==> src/rtl/bmc_pkg.sv <==
// Contract
// - Sample select: 0 gives 1 kHz, 1 gives 125 Hz
// - Sample select loads from fuse, guarded writes
// - Active mode codes: off, on, sampled, wake-hold
// - Active mode read-only, loaded from fuse
// - Low-power mode codes: off, on, sampled, reserved
// - Low-power mode from fuse, writable after unlock
// - Threshold code read-only, loaded from fuse
// - Warning offset 5, 15, 25 percent above
// - Warning direction falling, rising or either
// - Interrupt enable bit gates warning interrupt
// - Flag sets on matching crossing while enabled
// - Status reads one when supply below warning
// - Interrupt high while enable and flag set
// - Warning monitor follows detector mode
// - Low-power mode in sleep, active mode awake
// - Protected write only within four accesses of key; a read and a write in one cycle count as one
package bmc_pkg;

  // Register indices; byte address is four times the index
  localparam logic [3:0] IDX_MODE_CTRL     = 4'h0;
  localparam logic [3:0] IDX_THRESHOLD     = 4'h1;
  localparam logic [3:0] IDX_RSVD_LO       = 4'h2;
  localparam logic [3:0] IDX_RSVD_HI       = 4'h7;
  localparam logic [3:0] IDX_WARN_LEVEL    = 4'h8;
  localparam logic [3:0] IDX_WARN_IRQ_CTRL = 4'h9;
  localparam logic [3:0] IDX_WARN_FLAGS    = 4'ha;
  localparam logic [3:0] IDX_WARN_STATUS   = 4'hb;
  localparam logic [3:0] IDX_GUARD         = 4'hc;

  localparam int         ADDR_W        = 8;
  localparam int         IDX_LSB       = 2;
  localparam int         IDX_MSB       = 5;
  localparam int         PAGE_LSB      = 6;
  localparam logic [7:0] REG_RESET     = 8'h00;
  localparam logic [7:0] GUARD_KEY     = 8'h5a;
  localparam logic [2:0] GUARD_WINDOW  = 3'h4;
  localparam logic [1:0] RESP_OKAY     = 2'h0;
  localparam logic [1:0] RESP_SLVERR   = 2'h2;

  // Sample periods
  localparam int CLK_MHZ                = 125;
  localparam int FAST_SAMPLE_PERIOD_US  = 1000;
  localparam int SLOW_SAMPLE_PERIOD_US  = 8000;
  localparam int FAST_SAMPLE_CYCLES_DEF = FAST_SAMPLE_PERIOD_US * CLK_MHZ;
  localparam int SLOW_SAMPLE_CYCLES_DEF = SLOW_SAMPLE_PERIOD_US * CLK_MHZ;
  localparam int SAMPLE_CNT_W           = 20;

  typedef enum logic [1:0] {
    MODE_OFF       = 2'b00,
    MODE_ON        = 2'b01,
    MODE_SAMPLED   = 2'b10,
    MODE_WAKE_HOLD = 2'b11
  } bmc_mode_t;

  typedef enum logic [1:0] {
    DIR_FALL = 2'b00,
    DIR_RISE = 2'b01,
    DIR_BOTH = 2'b10
  } bmc_dir_t;

  localparam logic [1:0] SLEEP_RESERVED = 2'b11;

  // Threshold and offset codes
  localparam logic [2:0] THR_1V8    = 3'h0;
  localparam logic [2:0] THR_2V6    = 3'h2;
  localparam logic [2:0] THR_4V3    = 3'h7;
  localparam logic [1:0] OFS_5PCT   = 2'h0;
  localparam logic [1:0] OFS_15PCT  = 2'h1;
  localparam logic [1:0] OFS_25PCT  = 2'h2;

  typedef struct packed {
    logic [2:0] rsvd;
    logic       sample_rate_sel;
    logic [1:0] active_mode;
    logic [1:0] sleep_mode;
  } bmc_mode_ctrl_t;

  typedef struct packed {
    logic [4:0] rsvd;
    logic [1:0] warning_direction_sel;
    logic       warning_irq_enable;
  } bmc_irq_ctrl_t;

  typedef struct packed {
    logic       sample_rate_sel;
    logic [1:0] active_mode;
    logic [1:0] sleep_mode;
    logic [2:0] threshold_code;
  } bmc_fuse_t;

endpackage : bmc_pkg

==> src/rtl/bmc_monitor.sv <==
// The AXI4-Lite register port was decided locally.
`timescale 1ns/10ps
module bmc_monitor
  import bmc_pkg::*;
#(
  parameter int FAST_SAMPLE_CYCLES = FAST_SAMPLE_CYCLES_DEF,
  parameter int SLOW_SAMPLE_CYCLES = SLOW_SAMPLE_CYCLES_DEF
) (
  input  wire logic              aclk,
  input  wire logic              aresetn,
  // AXI4-Lite slave
  input  wire logic [ADDR_W-1:0] s_axi_awaddr,
  input  wire logic [2:0]        s_axi_awprot,
  input  wire logic              s_axi_awvalid,
  output logic                   s_axi_awready,
  input  wire logic [31:0]       s_axi_wdata,
  input  wire logic [3:0]        s_axi_wstrb,
  input  wire logic              s_axi_wvalid,
  output logic                   s_axi_wready,
  output logic [1:0]             s_axi_bresp,
  output logic                   s_axi_bvalid,
  input  wire logic              s_axi_bready,
  input  wire logic [ADDR_W-1:0] s_axi_araddr,
  input  wire logic [2:0]        s_axi_arprot,
  input  wire logic              s_axi_arvalid,
  output logic                   s_axi_arready,
  output logic [31:0]            s_axi_rdata,
  output logic [1:0]             s_axi_rresp,
  output logic                   s_axi_rvalid,
  input  wire logic              s_axi_rready,
  // Fuses and analog side
  input  wire bmc_fuse_t         detector_config_fuse,
  input  wire logic              low_power_req,
  input  wire logic              warn_comp_below,
  input  wire logic              detector_ready,
  // Control outputs
  output bmc_mode_t              detector_mode,
  output logic                   detector_enable,
  output logic                   detector_sample,
  output logic                   early_warning_monitor_enable,
  output logic [2:0]             threshold_code,
  output logic [1:0]             warning_offset_code,
  output logic                   sample_rate_sel,
  output logic                   wake_hold,
  output logic                   irq
);

  bmc_fuse_t      fuse_sync;
  logic           below_sync;
  logic           ready_sync;
  bmc_mode_ctrl_t mode_ctrl;
  logic [2:0]     thr_code;
  logic [1:0]     ofs_code;
  bmc_irq_ctrl_t  irq_ctrl;
  logic           warning_irq_flag;
  logic           below_warning_status;
  logic [2:0]     guard_left;
  logic           guard_open;
  logic [ADDR_W-1:0] aw_addr;
  logic [31:0]    w_data;
  logic [3:0]     w_strb;
  logic           wr_fire;
  logic           rd_fire;
  logic [3:0]     wr_idx;
  logic           wr_lane;
  logic           wr_mapped;
  logic [3:0]     rd_idx;
  logic           rd_mapped;
  logic [7:0]     rd_byte;
  logic [7:0]     wr_byte;
  bmc_mode_t      next_mode;
  logic           det_on;
  logic           det_sampled;
  logic           tick;
  logic           take_sample;
  logic           monitor_on;
  logic           cross_fall;
  logic           cross_rise;
  logic           warn_event;
  logic           flag_clear;

  // Pins crossing into the clock domain
  bmc_sync #(
    .WIDTH ($bits(bmc_fuse_t) + 2)
  ) u_sync (
    .aclk (aclk),
    .d    ({detector_config_fuse, warn_comp_below, detector_ready}),
    .q    ({fuse_sync, below_sync, ready_sync})
  );

  // Sleep picks the low-power field, wake the active field
  always_comb begin
    if (low_power_req) begin
      next_mode = (mode_ctrl.sleep_mode == SLEEP_RESERVED) ? MODE_OFF
                                                            : bmc_mode_t'(mode_ctrl.sleep_mode);
    end else begin
      next_mode = bmc_mode_t'(mode_ctrl.active_mode);
    end
  end

  assign det_on      = (detector_mode != MODE_OFF);
  assign det_sampled = (detector_mode == MODE_SAMPLED);

  bmc_sample_ticker #(
    .FAST_CYCLES (FAST_SAMPLE_CYCLES),
    .SLOW_CYCLES (SLOW_SAMPLE_CYCLES)
  ) u_ticker (
    .aclk    (aclk),
    .aresetn (aresetn),
    .run     (det_sampled),
    .slow    (mode_ctrl.sample_rate_sel),
    .tick    (tick)
  );

  // Monitor only runs with the detector, sampled with it
  assign take_sample = det_on && (!det_sampled || tick);
  assign monitor_on  = det_on && irq_ctrl.warning_irq_enable;

  assign cross_fall = !below_warning_status && below_sync;
  assign cross_rise = below_warning_status && !below_sync;

  always_comb begin
    case (bmc_dir_t'(irq_ctrl.warning_direction_sel))
      DIR_FALL: warn_event = cross_fall;
      DIR_RISE: warn_event = cross_rise;
      DIR_BOTH: warn_event = cross_fall || cross_rise;
      default:  warn_event = 1'b0;
    endcase
  end

  // Bus decode
  assign wr_fire   = !s_axi_awready && !s_axi_wready && !s_axi_bvalid;
  assign rd_fire   = s_axi_arvalid && s_axi_arready;
  assign wr_idx    = aw_addr[IDX_MSB:IDX_LSB];
  assign wr_byte   = w_data[7:0];
  assign wr_lane   = wr_fire && w_strb[0];
  assign wr_mapped = (aw_addr[ADDR_W-1:PAGE_LSB] == '0) && (wr_idx <= IDX_GUARD);
  assign rd_idx    = s_axi_araddr[IDX_MSB:IDX_LSB];
  assign rd_mapped = (s_axi_araddr[ADDR_W-1:PAGE_LSB] == '0) && (rd_idx <= IDX_GUARD);
  assign guard_open = (guard_left != '0);
  assign flag_clear = wr_lane && wr_mapped && (wr_idx == IDX_WARN_FLAGS) && wr_byte[0];

  always_comb begin
    case (rd_idx)
      IDX_MODE_CTRL:     rd_byte = mode_ctrl;
      IDX_THRESHOLD:     rd_byte = {5'h00, thr_code};
      IDX_WARN_LEVEL:    rd_byte = {6'h00, ofs_code};
      IDX_WARN_IRQ_CTRL: rd_byte = irq_ctrl;
      IDX_WARN_FLAGS:    rd_byte = {7'h00, warning_irq_flag};
      IDX_WARN_STATUS:   rd_byte = {7'h00, below_warning_status};
      IDX_GUARD:         rd_byte = {7'h00, guard_open};
      default:           rd_byte = REG_RESET;
    endcase
    if (!rd_mapped) begin
      rd_byte = REG_RESET;
    end
  end

  // Write address and data taken in either order
  always_ff @(posedge aclk) begin
    if (!aresetn) begin
      s_axi_awready <= 1'b1;
      aw_addr       <= '0;
    end else if (s_axi_awvalid && s_axi_awready) begin
      s_axi_awready <= 1'b0;
      aw_addr       <= s_axi_awaddr;
    end else if (s_axi_bvalid && s_axi_bready) begin
      s_axi_awready <= 1'b1;
    end
  end

  always_ff @(posedge aclk) begin
    if (!aresetn) begin
      s_axi_wready <= 1'b1;
      w_data       <= '0;
      w_strb       <= '0;
    end else if (s_axi_wvalid && s_axi_wready) begin
      s_axi_wready <= 1'b0;
      w_data       <= s_axi_wdata;
      w_strb       <= s_axi_wstrb;
    end else if (s_axi_bvalid && s_axi_bready) begin
      s_axi_wready <= 1'b1;
    end
  end

  always_ff @(posedge aclk) begin
    if (!aresetn) begin
      s_axi_bvalid <= 1'b0;
      s_axi_bresp  <= RESP_OKAY;
    end else if (wr_fire) begin
      s_axi_bvalid <= 1'b1;
      s_axi_bresp  <= wr_mapped ? RESP_OKAY : RESP_SLVERR;
    end else if (s_axi_bready) begin
      s_axi_bvalid <= 1'b0;
    end
  end

  // Read channel, answer one cycle after address
  always_ff @(posedge aclk) begin
    if (!aresetn) begin
      s_axi_arready <= 1'b1;
      s_axi_rvalid  <= 1'b0;
      s_axi_rdata   <= '0;
      s_axi_rresp   <= RESP_OKAY;
    end else if (rd_fire) begin
      s_axi_arready <= 1'b0;
      s_axi_rvalid  <= 1'b1;
      s_axi_rdata   <= {24'h000000, rd_byte};
      s_axi_rresp   <= rd_mapped ? RESP_OKAY : RESP_SLVERR;
    end else if (s_axi_rvalid && s_axi_rready) begin
      s_axi_arready <= 1'b1;
      s_axi_rvalid  <= 1'b0;
    end
  end

  // Unlock window counts cycles with a bus access after the key
  always_ff @(posedge aclk) begin
    if (!aresetn) begin
      guard_left <= '0;
    end else if (wr_lane && wr_mapped && wr_idx == IDX_GUARD && wr_byte == GUARD_KEY) begin
      guard_left <= GUARD_WINDOW;
    end else if (guard_left != '0) begin
      guard_left <= guard_left - 3'(wr_fire) - 3'(rd_fire && !wr_fire);
    end
  end

  // Mode control: fuse load at reset, guarded writes after
  always_ff @(posedge aclk) begin
    if (!aresetn) begin
      mode_ctrl.rsvd            <= '0;
      mode_ctrl.sample_rate_sel <= fuse_sync.sample_rate_sel;
      mode_ctrl.active_mode     <= fuse_sync.active_mode;
      mode_ctrl.sleep_mode      <= fuse_sync.sleep_mode;
    end else if (wr_lane && wr_mapped && wr_idx == IDX_MODE_CTRL && guard_open) begin
      mode_ctrl.sample_rate_sel <= wr_byte[4];
      if (wr_byte[1:0] != SLEEP_RESERVED) begin
        mode_ctrl.sleep_mode <= wr_byte[1:0];
      end
    end
  end

  // Threshold code is fuse only
  always_ff @(posedge aclk) begin
    if (!aresetn) begin
      thr_code <= fuse_sync.threshold_code;
    end
  end

  always_ff @(posedge aclk) begin
    if (!aresetn) begin
      ofs_code <= OFS_5PCT;
    end else if (wr_lane && wr_mapped && wr_idx == IDX_WARN_LEVEL) begin
      ofs_code <= wr_byte[1:0];
    end
  end

  always_ff @(posedge aclk) begin
    if (!aresetn) begin
      irq_ctrl <= REG_RESET;
    end else if (wr_lane && wr_mapped && wr_idx == IDX_WARN_IRQ_CTRL) begin
      irq_ctrl.warning_direction_sel <= wr_byte[2:1];
      irq_ctrl.warning_irq_enable    <= wr_byte[0];
    end
  end

  // Below-warning status, held while the detector is off
  always_ff @(posedge aclk) begin
    if (!aresetn) begin
      below_warning_status <= 1'b0;
    end else if (take_sample) begin
      below_warning_status <= below_sync;
    end
  end

  // Sticky flag; a new event wins over a clear
  always_ff @(posedge aclk) begin
    if (!aresetn) begin
      warning_irq_flag <= 1'b0;
    end else begin
      warning_irq_flag <= (warning_irq_flag && !flag_clear)
                       || (monitor_on && take_sample && warn_event);
    end
  end

  always_ff @(posedge aclk) begin
    if (!aresetn) begin
      irq <= 1'b0;
    end else begin
      irq <= warning_irq_flag && irq_ctrl.warning_irq_enable;
    end
  end

  // Effective mode follows the sleep request
  always_ff @(posedge aclk) begin
    if (!aresetn) begin
      detector_mode   <= MODE_OFF;
      detector_enable <= 1'b0;
    end else begin
      detector_mode   <= next_mode;
      detector_enable <= (next_mode != MODE_OFF);
    end
  end

  // Sample pulse only while the mode stays sampled
  always_ff @(posedge aclk) begin
    if (!aresetn) begin
      detector_sample <= 1'b0;
    end else begin
      detector_sample <= (next_mode == MODE_SAMPLED) && tick;
    end
  end

  // Monitor enable drops in the same cycle as the detector
  always_ff @(posedge aclk) begin
    if (!aresetn) begin
      early_warning_monitor_enable <= 1'b0;
    end else begin
      early_warning_monitor_enable <= (next_mode != MODE_OFF)
                                   && irq_ctrl.warning_irq_enable;
    end
  end

  // Wake-up held off until the detector reports ready
  always_ff @(posedge aclk) begin
    if (!aresetn) begin
      wake_hold <= 1'b0;
    end else begin
      wake_hold <= (mode_ctrl.active_mode == MODE_WAKE_HOLD) && !ready_sync;
    end
  end

  always_ff @(posedge aclk) begin
    if (!aresetn) begin
      threshold_code      <= THR_1V8;
      warning_offset_code <= OFS_5PCT;
      sample_rate_sel     <= 1'b0;
    end else begin
      threshold_code      <= thr_code;
      warning_offset_code <= ofs_code;
      sample_rate_sel     <= mode_ctrl.sample_rate_sel;
    end
  end

endmodule : bmc_monitor

==> src/rtl/bmc_sync.sv <==
`timescale 1ns/10ps
module bmc_sync #(
  parameter int WIDTH = 1
) (
  input  wire logic             aclk,
  input  wire logic [WIDTH-1:0] d,
  output logic      [WIDTH-1:0] q
);

  logic [WIDTH-1:0] stage;

  // Two flops; first stage feeds only the second
  always_ff @(posedge aclk) begin
    stage <= d;
    q     <= stage;
  end

endmodule : bmc_sync

==> src/rtl/bmc_sample_ticker.sv <==
`timescale 1ns/10ps
module bmc_sample_ticker
  import bmc_pkg::*;
#(
  parameter int FAST_CYCLES = FAST_SAMPLE_CYCLES_DEF,
  parameter int SLOW_CYCLES = SLOW_SAMPLE_CYCLES_DEF
) (
  input  wire logic aclk,
  input  wire logic aresetn,
  input  wire logic run,
  input  wire logic slow,
  output logic      tick
);

  logic [SAMPLE_CNT_W-1:0] count;
  logic [SAMPLE_CNT_W-1:0] last;

  assign last = slow ? SAMPLE_CNT_W'(SLOW_CYCLES - 1) : SAMPLE_CNT_W'(FAST_CYCLES - 1);

  always_ff @(posedge aclk) begin
    if (!aresetn || !run) begin
      count <= '0;
      tick  <= 1'b0;
    end else if (count >= last) begin
      count <= '0;
      tick  <= 1'b1;
    end else begin
      count <= count + 1'b1;
      tick  <= 1'b0;
    end
  end

endmodule : bmc_sample_ticker

==> config.mk <==
export PLATFORM = sky130hd
export DESIGN_NAME = bmc_monitor
export DESIGN_NICKNAME = d
export VERILOG_FILES = /design/src/rtl/bmc_pkg.sv /design/src/rtl/bmc_monitor.sv /design/src/rtl/bmc_sync.sv /design/src/rtl/bmc_sample_ticker.sv
export SDC_FILE = /design/constraint.sdc
export NUM_CORES = 1
export LEC_CHECK = 0
export ABC_CLOCK_PERIOD_IN_PS = 2400
export BUFFER_PORTS_ARGS = -buffer_cell sky130_fd_sc_hd__buf_2
export CORE_ASPECT_RATIO = 1.4
export CORE_UTILIZATION = 50
export DETAILED_ROUTE_END_ITERATION = 8
export GPL_ROUTABILITY_DRIVEN = 0
export GPL_TIMING_DRIVEN = 0
export PLACE_DENSITY_LB_ADDON = 0.25
export SLEW_MARGIN = 10
export SYNTH_ARGS = -nofsm -noshare
export SYNTH_HDL_FRONTEND = slang
export SYNTH_SLANG_ARGS = --single-unit
==> constraint.sdc <==
create_clock -name aclk -period 2.4 [get_ports aclk]
set_clock_uncertainty 0.1 [all_clocks]
set_input_delay 0.12 -clock aclk [delete_from_list [all_inputs] [get_ports aclk]]
set_output_delay 0.12 -clock aclk [all_outputs]
set_load 0.005 [all_outputs]
==> out/qor.yml, run 1 <==
viasPerCell: 4.90
drv_cap: 0
fin_cells: 655
cts.sinks: 99
overflow: 0
cts.path.max_buffers: 2
powerDensity_mw_per_mm2: 623
drt_iter0_drc: 105
finalSetupViolations: 0
hp-start: "s_axi_arvalid"
ys_types: 47
die_area_mm2: 0.00848
syn_area_mm2: 0.00405
critPathCaptureType: "register"
synth-simple-area-share_pct: 19.7
hold_violations: 0
seq_area_frac_synth_pct: 50.9
place_inst: 606
critPathKind: "reg -> reg"
clock-root-buffer: "clkbuf_8"
die_width_um: 78.1
rows: 38
slew_viol_final: 0
final_layout_size_suffix_gt1_share_pct: 21.4
max_freq_ghz: 0.424
clk_latency_ns: 0.36
h-tree-depth: 3
cp.required_ns: 2.59
synthCells: 418
rsz0062_at_grt: "yes"
diodes: 0
ios: 130
timing.rr.start: "mode_ctrl[4]$_DFFE_PP_"
coreArea_mm2: 0.00780
synthArstFlopShare_pct: 0
synth_top_family_by_area: "simple AND/OR/NAND/NOR gates"
grt_pass1_wl_mm: 13.4
cts_tree: "yes"
fin_tns_setup_ns: 0
wire_per_inst_um: 13.5
timing.final.crit_share_pct: 98.3
antenna_found_initial: 0
ys.flop_type: "dfxtp_1"
cp.arrival_ns: 2.55
synth_edf_count: 8
clk_pin_slew_worst_paths_ns: 0.10
vias: 3208
fin_area_mm2: 0.00515
fillCellCount: 649
ant_nets: 0
initial_core_util_pct: 52.0
cp-startpoint: "mode_ctrl[4]$_DFFE_PP_"
layout.area.seq_mm2: 0.00206
drtPass1Iterations: 4
die_y_um: 109
ys_ff_latch: 99
hp-class: "in -> reg"
drt_wl_total_mm: 8.87
synth_commonest_cells: "dfxtp_1, nand2_1, nor2_1, a21oi_1, buf_4"
muxShareOfSynthArea_pct: 3.73
leakagePower_nw: 2.24
yosysTopAreaCell: "dfxtp_1"
yosysMostFrequentCell: "dfxtp_1"
status: "complete, no violations"
peakVddDrop_mv: 0.438
layout_min_cycle_time_ns: 2.36
synth_top_area_share_pct: 44.9
grt_max_degree: 17
drc: 0
synth_fa_ha_area_share_pct: 4.94
tightest_slew_ns: 0.743
io_buffers: 60
postPlaceCellArea_mm2: 0.00458
cts_made_buffers: 9
multiInputGateArea_mm2: 0.00179
relSlewSlack_pct: 50.5
yosysWarnings: 0
areaGrowthSynthToFinish_pct: 26.9
nNetsFinal: 642
postSynthAreaPerCell_um2: 9.70
dpl.hpwl_mm: 6.27
crit_fanout: 7
crit_path_start_kind: "register"
grt_pass1_vias: 2989
synthTopCellsByArea: "dfxtp_1, edfxtp_1, buf_4"
grt_use_total_pct: 20.9
fin_util_pct: 66.0
synth_xor_area_share_pct: 3.89
synth-compound-area-share_pct: 9.01
## worst paths after layout
path	endpoint	slack [ns]	cells after the start
setup / recovery	u_ticker.count[3]$_SDFF_PP0_	0.04	8
hold reg to reg	u_sync.q[6]$_DFF_P_	0.23	0
setup reg to reg	u_ticker.count[3]$_SDFF_PP0_	0.04	8
hold / removal	s_axi_arready$_SDFFE_PN1P_	0.03	3
## cells in the final DEF (no fill, tap or decap), drive strengths merged, types with 2 or more instances in the layout
master	n
nor3	9
mux4	2
nand3	12
xnor2	10
o21ai	8
or4	2
a31oi	4
dfxtp	91
a21o	4
xor2	8
a22oi	4
a32oi	2
nand2b	5
clkbuf	19
nand2	45
and2	12
a21oi	33
nor2b	3
nor2	44
and3	6
and4	4
conb	29
dlygate4sd3	30
bufinv	2
clkinv	3
nand4b	4
edfxtp	8
inv	11
nand4	3
ha	16
mux2i	5
nand3b	4
o211ai	2
buf	94
mux2	5
## worst max-delay path, stage by stage, from the launching register on
cell and delay, ns:
edfxtp_1 0.54, inv_4 0.10, buf_4 0.15, ha_1 0.30, a21o_1 0.18, a21oi_1 0.40, nand4b_4 0.22, buf_6 0.19
nor2_1 0.11
## layout make-up
cell class                 count  share of cell area (%)
sequential                    99                    40.1
multi-input combinational    296                    34.9
timing repair buffer          93                    12.3
buffer                        40                    5.32
clock buffer                  10                    2.48
tap                          100                    2.43
clock inverter                 6                    1.73
inverter                      11                   0.851
## sequential cells by signal (all words and copies together) (netlist names), 3 cells and up
name / flops
aw_addr: 6
guard_left: 3
irq_ctrl: 3
mode_ctrl: 5
s_axi_rdata: 5
thr_code: 3
threshold_code: 3
u_sync.q: 10
u_sync.stage: 10
u_ticker.count: 20
w_data: 8
## routing by layer
metal	vias to the layer above	GRT usage, %	part of all wire (%)
met4	0	10.3	2.9
met2	69	39.8	55
li1	1647	-	-
met3	19	4.47	3.3
met1	1473	21.2	38
met5	-	0	0
## cell families after synthesis
family	Yosys count
AOI/OAI and AO/OA	62
buffers and inverters	51
DFF	99
xor gates and xnor gates	18
and+or+nand+nor	159
adders and majority gates	16
other	1
muxes	12
## report_power, final
| group | switching [W] | internal (W) |
|---|---|---|
| clock | 0.000561 | 0.000590 |
| sequential | 0.0000373 | 0.00172 |
| combinational | 0.000138 | 0.000155 |
## metrics by stage
step	power (W)	setup WS, ns	hold WS [ns]
floorplan	0.00195	0.281	0.0477
global placement	0.00204	0.0111	0.122
detailed placement	0.00204	-0.0444	0.124
CTS	0.00322	0.0310	0.0157
global route	0.00334	-0.0373	0.0534
finish	0.00321	0.0420	0.0331
## repair_timing
item / CTS / global route
endpoints found under the setup margin: 20 / 20
cloned: 0 / 2
pin swaps: 0 / 1
hold endpoints to repair: 33 / 0
hold buffers: 30 / 0
resized for setup: 1 / 8
buffers inserted: 0 / 1
(Power assumes the default switching activity.)
==> run 2, diff against run 1 <==
CORE_UTILIZATION = 51   (was 50)
SYNTH_HIERARCHICAL = 1   (was unset)
==> run 2 against run 1 <==
Effect of this change:
- combinational power increased by 2%
- setup slack better by 0.099 ns
- sequential share of layout area down 0.61 points
- fmax is 4.4% higher
==> out/qor.yml, run 2 <==
status: "complete, no violations"  # unchanged
vias: 3274  # was 3,208
cpMaxStageDelayCell: "edfxtp_1"  # unchanged
r2r_slack_ns: 0.14  # was 0.04 ns
mostFrequentLayoutCells: "dfxtp_1, buf_2, nand2_1, nor2_1"  # was dfxtp_1, buf_2, nand2_1, nor2_1, a21oi_1
drt_iter0_drc: 110  # was 105
clk_pin_slew_worst_paths_ns: 0.10  # about the same
cts_tree: "yes"  # unchanged
io_buffers: 61  # was 60
synth_commonest_cells: "dfxtp_1, nand2_1, nor2_1, buf_4, a21oi_1"  # was dfxtp_1, nand2_1, nor2_1, a21oi_1, buf_4
layout_min_cycle_time_ns: 2.26  # was 2.36 ns
cpPeakStageDelay_ns: 0.42  # was 0.54 ns
diodes: 0  # unchanged
overflow: 0  # unchanged
yosysMostFrequentCell: "dfxtp_1"  # unchanged
ios: 130  # unchanged
timing.reg2reg.worst_path_depth: 8  # unchanged
crit_chain: "buf_4, ha_1, a21o_1, a31oi_2, o211ai_1, a211o_2, buf_6, nor2_1"  # was inv_4, buf_4, ha_1, a21o_1, a21oi_1, nand4b_4, buf_6, nor2_1
crit_fanout: 10  # was 7
worst-path-buf-inv: 2  # was 3
grt_pass1_wl_mm: 14.4  # was 13.4 mm
seq_area_frac_synth_pct: 49.5  # was 50.9%
relSlewSlack_pct: 49.4  # was 50.5%
crit_path_start_kind: "register"  # unchanged
ys_types: 57  # was 47
cts.path.max_buffers: 2  # unchanged
powerDensity_mw_per_mm2: 608  # was 623 mW/mm²
antenna_found_initial: 0  # unchanged
grt_use_total_pct: 22.3  # was 20.9%
tightest_slew_ns: 0.759  # was 0.743 ns
nNetsFinal: 653  # was 642
holdWs_ns: 0.0207  # was 0.0331 ns
cp.required_ns: 2.61  # was 2.59 ns
postPlaceCellArea_mm2: 0.00470  # was 0.00458 mm²
clk_latency_ns: 0.37  # was 0.36 ns
finalSetupViolations: 0  # unchanged
layout_commonest_cell: "dfxtp_1"  # unchanged
synthArstFlopShare_pct: 0  # unchanged
critPathCaptureType: "register"  # unchanged
grt_pass1_vias: 3179  # was 2,989
synthCells: 428  # was 418
timing.rr.start: "mode_ctrl[4]$_DFFE_PP_"  # unchanged
cts.sinks: 99  # unchanged
fin_area_mm2: 0.00523  # was 0.00515 mm²
leakagePower_nw: 2.35  # was 2.24 nW
top_register: "u_ticker/count"  # was u_ticker.count
h-tree-depth: 3  # unchanged
place_inst: 617  # was 606
yosysWarnings: 6  # was 0
postSynthAreaPerCell_um2: 9.73  # was 9.70 µm²
top_regs: "u_ticker/count: 20 flops, u_sync/q: 10 flops, u_sync/stage: 10 flops"  # was u_ticker.count: 20 flops, u_sync.q: 10 flops, u_sync.stage: 10 flops
largest_reg_flops: 20  # unchanged
clock-root-buffer: "clkbuf_8"  # unchanged
ant_nets: 0  # unchanged
power_w: 0.00318  # was 0.00321 W
slew_viol_final: 0  # unchanged
worst_path_dominant_cell_family: "compound AO/OA/AOI/OAI gates"  # unchanged
coreArea_mm2: 0.00785  # was 0.00780 mm²
synth_edf_count: 8  # unchanged
synth_top_area_share_pct: 43.8  # was 44.9%
rsz0062_at_grt: "no"  # was yes
holdPathEnd: "detector_enable$_SDFF_PN0_"  # was s_axi_arready$_SDFFE_PN1P_
hp-class: "in -> reg"  # unchanged
grt_max_degree: 17  # unchanged
rows: 38  # unchanged
cp.arrival_ns: 2.47  # was 2.55 ns
fin_tns_setup_ns: 0  # unchanged
dpl.hpwl_mm: 6.32  # was 6.27 mm
critPathKind: "reg -> reg"  # unchanged
whs_path_depth: 4  # was 3
drt_wl_total_mm: 8.82  # was 8.87 mm
ys.flop_type: "dfxtp_1"  # unchanged
drc: 0  # unchanged
final_layout_size_suffix_gt1_share_pct: 22.9  # was 21.4%
drtPass1Iterations: 4  # unchanged
ys_ff_latch: 99  # unchanged
die_width_um: 78.4  # was 78.1 µm
yosysTopAreaCell: "dfxtp_1"  # unchanged
max_freq_ghz: 0.443  # was 0.424 GHz
die_y_um: 109  # about the same
r2r-end: "u_ticker/count[18]$_SDFF_PP0_"  # was u_ticker.count[3]$_SDFF_PP0_
die_area_mm2: 0.00854  # was 0.00848 mm²
cts_made_buffers: 9  # unchanged
timing.final.crit_share_pct: 94.1  # was 98.3%
fin_cells: 664  # was 655
areaGrowthSynthToFinish_pct: 25.5  # was 26.9%
peakVddDrop_mv: 0.417  # was 0.438 mV
hp-start: "low_power_req"  # was s_axi_arvalid
viasPerCell: 4.93  # was 4.90
drv_cap: 0  # unchanged
synthTopCellsByArea: "dfxtp_1, edfxtp_1, ha_1"  # was dfxtp_1, edfxtp_1, buf_4
initial_core_util_pct: 53.1  # was 52.0%
wire_per_inst_um: 13.3  # was 13.5 µm
hold_violations: 0  # unchanged
syn_area_mm2: 0.00416  # was 0.00405 mm²
==> run 2: layout make-up <==
cell class | instances | area, µm²
Multi-Input combinational cell | 304 | 1890
Fill cell | 670 | 2620
Sequential cell | 99 | 2060
Clock buffer | 12 | 188
Clock inverter | 4 | 25.0
Timing Repair Buffer | 92 | 613
Inverter | 14 | 52.6
Buffer | 39 | 273
Tap cell | 100 | 125
==> run 2: kinds of logic after synthesis <==
kind of cell    after synthesis  share of synthesized area [%]
mux                          10                           2.76
flops                        99                           49.5
xor+xnor                     20                           4.21
compound gates               68                           10.0
fa+ha+maj                    18                           5.41
simple gates                159                           20.2
buf+inv                      53                           7.81
other cells                   1                         0.0901
==> run 2: report_power, final <==
part	internal, W	switching, W	total, W
Combinational	0.000155	0.000145	0.000300
Clock	0.000533	0.000581	0.00111
Sequential	0.00172	0.0000399	0.00176
Total	0.00241	0.000765	0.00318
==> run 2: layer usage <==
| metal | track usage [%] | wire, µm |
|---|---|---|
| met5 | 0 | 0 |
| met1 | 24.1 | 3670 |
| met2 | 40.7 | 4690 |
| met4 | 10.7 | 187 |
| met3 | 5.02 | 269 |
==> run 2: worst max-delay path by stage <==
| stage | slack [ns] | cells after the start | from | endpoint |
|---|---|---|---|---|
| 2_1_floorplan | 0.26 | 8 | mode_ctrl[4]$_DFFE_PP_ | u_ticker/count[11]$_SDFF_PP0_ |
| 3_3_place_gp | -0.04 | 8 | mode_ctrl[4]$_DFFE_PP_ | u_ticker/count[9]$_SDFF_PP0_ |
| 3_5_place_dp | -0.09 | 8 | mode_ctrl[4]$_DFFE_PP_ | u_ticker/count[18]$_SDFF_PP0_ |
| 4_1_cts | 0.13 | 8 | mode_ctrl[4]$_DFFE_PP_ | u_ticker/count[18]$_SDFF_PP0_ |
| 5_1_grt | 0.01 | 8 | mode_ctrl[4]$_DFFE_PP_ | u_ticker/count[9]$_SDFF_PP0_ |
| 6_report | 0.14 | 8 | mode_ctrl[4]$_DFFE_PP_ | u_ticker/count[18]$_SDFF_PP0_ |
==> run 2: timing repair <==
item	in CTS	in global routing
setup buffers	1	0
endpoints found under the setup margin	20	6
endpoints found under the hold margin	32	0
gates resized for setup	0	2
hold buffers	30	0
==> run 2: tightest hold or removal path, stage by stage <==
cell	delay (ns)
buf_2	0.11
o21ai_0	0.08
nand2_1	0.09
nand2_1	0.05
==> run 2: through the flow <==
stage	worst slack [ns]	utilization, %
after floorplan	0.262	-
after global placement	-0.0411	59.9
after detailed placement	-0.0929	59.9
after CTS	0.128	66.5
after global routing	0.0109	66.6
final	0.141	66.6
==> run 3, diff against run 2 <==
--- a/constraint.sdc
+++ b/constraint.sdc
@@ -4,2 +4,2 @@
 set_output_delay 0.12 -clock aclk [all_outputs]
-set_load 0.005 [all_outputs]
+set_load 0.1 [all_outputs]
==> run 3 against run 2 <==
Effect of this change:
- critical path depth is the same
- clock power shrank 14%
- die area is the same
- sequential share of layout area grew 0.30 points
- fmax grew 1.0%
- final area shrank 0.50%
- total power grew 4.8%
- via count shrank 0.95%
- non-clock buffer count grew 1
- combinational power grew 100%
- setup slack gained 0.023 ns
==> out/qor.yml, run 3 (synthesized netlist as in run 2, its figures left out) <==
status: "complete, no violations"  # unchanged
grt_pass1_wl_mm: 13.9  # was 14.4 mm
ant_nets: 0  # unchanged
top_regs: "u_ticker/count: 20 flops, u_sync/q: 10 flops, u_sync/stage: 10 flops"  # unchanged
drv_cap: 0  # unchanged
r2r_slack_ns: 0.16  # was 0.14 ns
fin_ws_ns: 0.164  # was 0.141 ns
wire_per_inst_um: 12.8  # was 13.3 µm
die_y_um: 109  # unchanged
postPlaceCellArea_mm2: 0.00470  # about the same
final_layout_size_suffix_gt1_share_pct: 23.0  # was 22.9%
crit_fanout: 10  # unchanged
crit_path_start_kind: "register"  # unchanged
max_freq_ghz: 0.447  # was 0.443 GHz
fin_tns_setup_ns: 0  # unchanged
fin_area_mm2: 0.00520  # was 0.00523 mm²
h-tree-depth: 3  # unchanged
critPathKind: "reg -> reg"  # unchanged
clock-root-buffer: "clkbuf_8"  # unchanged
rsz0062_at_grt: "no"  # unchanged
cts.path.max_buffers: 2  # unchanged
grt_use_total_pct: 21.4  # was 22.3%
cp.arrival_ns: 2.43  # was 2.47 ns
cts_tree: "yes"  # unchanged
areaGrowthSynthToFinish_pct: 24.9  # was 25.5%
whs_path_depth: 4  # unchanged
coreArea_mm2: 0.00785  # unchanged
viasPerCell: 4.88  # was 4.93
drtPass1Iterations: 4  # unchanged
hp-start: "s_axi_araddr[7]"  # was low_power_req
holdWs_ns: 0.0381  # was 0.0207 ns
initial_core_util_pct: 53.1  # unchanged
timing.reg2reg.worst_path_depth: 8  # unchanged
timing.final.crit_share_pct: 93.2  # was 94.1%
overflow: 0  # unchanged
cp.required_ns: 2.59  # was 2.61 ns
slew_viol_final: 0  # unchanged
nNetsFinal: 654  # was 653
die_area_mm2: 0.00854  # unchanged
mostFrequentLayoutCells: "dfxtp_1, buf_2, nand2_1, nor2_1, dlygate4sd3_1"  # was dfxtp_1, buf_2, nand2_1, nor2_1
fillCellCount: 666  # was 670
grt_max_degree: 16  # was 17
antenna_found_initial: 0  # unchanged
clk_pin_slew_worst_paths_ns: 0.09  # was 0.10 ns
layout_commonest_cell: "dfxtp_1"  # unchanged
holdPathEnd: "s_axi_rdata[3]$_SDFFE_PN0P_"  # was detector_enable$_SDFF_PN0_
clk_latency_ns: 0.36  # was 0.37 ns
ios: 130  # unchanged
hold_violations: 0  # unchanged
powerDensity_mw_per_mm2: 641  # was 608 mW/mm²
r2r-end: "u_ticker/count[18]$_SDFF_PP0_"  # unchanged
die_width_um: 78.4  # unchanged
grt_pass1_vias: 3118  # was 3,179
io_buffers: 61  # unchanged
diodes: 0  # unchanged
cts.sinks: 99  # unchanged
largest_reg_flops: 20  # unchanged
dpl_worst_slack_ns: -0.106  # was -0.0929 ns
dpl.hpwl_mm: 6.18  # was 6.32 mm
drt_iter0_drc: 155  # was 110
finalSetupViolations: 0  # unchanged
drc: 0  # unchanged
peakVddDrop_mv: 0.400  # was 0.417 mV
critPathCaptureType: "register"  # unchanged
timing.rr.start: "mode_ctrl[4]$_DFFE_PP_"  # unchanged
top_register: "u_ticker/count"  # unchanged
power_w: 0.00333  # was 0.00318 W
rows: 38  # unchanged
drt_wl_total_mm: 8.52  # was 8.82 mm
relSlewSlack_pct: 49.8  # was 49.4%
tightest_slew_ns: 0.752  # was 0.759 ns
leakagePower_nw: 2.33  # was 2.35 nW
vias: 3243  # was 3,274
layout_min_cycle_time_ns: 2.24  # was 2.26 ns
cts_made_buffers: 9  # unchanged
hp-class: "in -> reg"  # unchanged
-- run 3: layer usage --
layer | share of wire (%) | GRT usage (%) | wire (µm)
met3 | 2.7 | 6.11 | 228
met1 | 42 | 23.2 | 3590
met5 | 0 | 0 | 0
met4 | 1.8 | 8.86 | 151
met2 | 53 | 38.9 | 4550
-- run 3: area by class of cell --
class	instances	area, µm²	share of cell area (%)
flip-flops and latches	99	2070	39.7
repair buffers	93	623	12.0
inverters	14	52.6	1.01
well taps	100	125	2.41
plain buffers	39	273	5.25
clock inverters	2	12.5	0.241
multi-input cells	304	1890	36.3
clock buffers	13	159	3.06
-- run 3: worst max-delay path by stage --
stage | from | to | slack (ns) | cells after the start
after floorplan | s_axi_bvalid$_SDFFE_PN0P_ | guard_left[1]$_SDFFE_PP0P_ | 0.20 | 7
after global placement | mode_ctrl[4]$_DFFE_PP_ | u_ticker/count[9]$_SDFF_PP0_ | -0.05 | 8
after detailed placement | mode_ctrl[4]$_DFFE_PP_ | u_ticker/count[18]$_SDFF_PP0_ | -0.11 | 8
after CTS | mode_ctrl[4]$_DFFE_PP_ | u_ticker/count[18]$_SDFF_PP0_ | 0.12 | 8
after global routing | mode_ctrl[4]$_DFFE_PP_ | u_ticker/count[7]$_SDFF_PP0_ | 0.02 | 8
final | mode_ctrl[4]$_DFFE_PP_ | u_ticker/count[18]$_SDFF_PP0_ | 0.16 | 8
-- run 3: through the flow --
stage / util [%] / std cells
after global routing: 66.3 / 664
after global placement: 60.0 / 617
final: 66.3 / 664
after CTS: 66.2 / 664
after floorplan: - / 456
after detailed placement: 60.0 / 617
-- run 3: power by group --
group          internal [W]  switching (W)
Sequential          0.00173      0.0000394
Combinational      0.000159       0.000451
Clock              0.000428       0.000528
-- run 3: what timing repair did --
action / 4_1_cts / 5_1_grt
hold buffers: 31 / 0
setup buffers: 1 / 0
hold endpoints to repair: 32 / 0
endpoints found under the setup margin: 20 / 11
resized for setup: 0 / 2
-- run 3: critical path: stages (launching register included) --
cell and delay [ns]:
edfxtp_1 0.42, buf_4 0.20, ha_1 0.31, a21o_1 0.19, a31oi_2 0.21, o211ai_1 0.14, a211o_2 0.34, buf_6 0.15
nor2_1 0.11
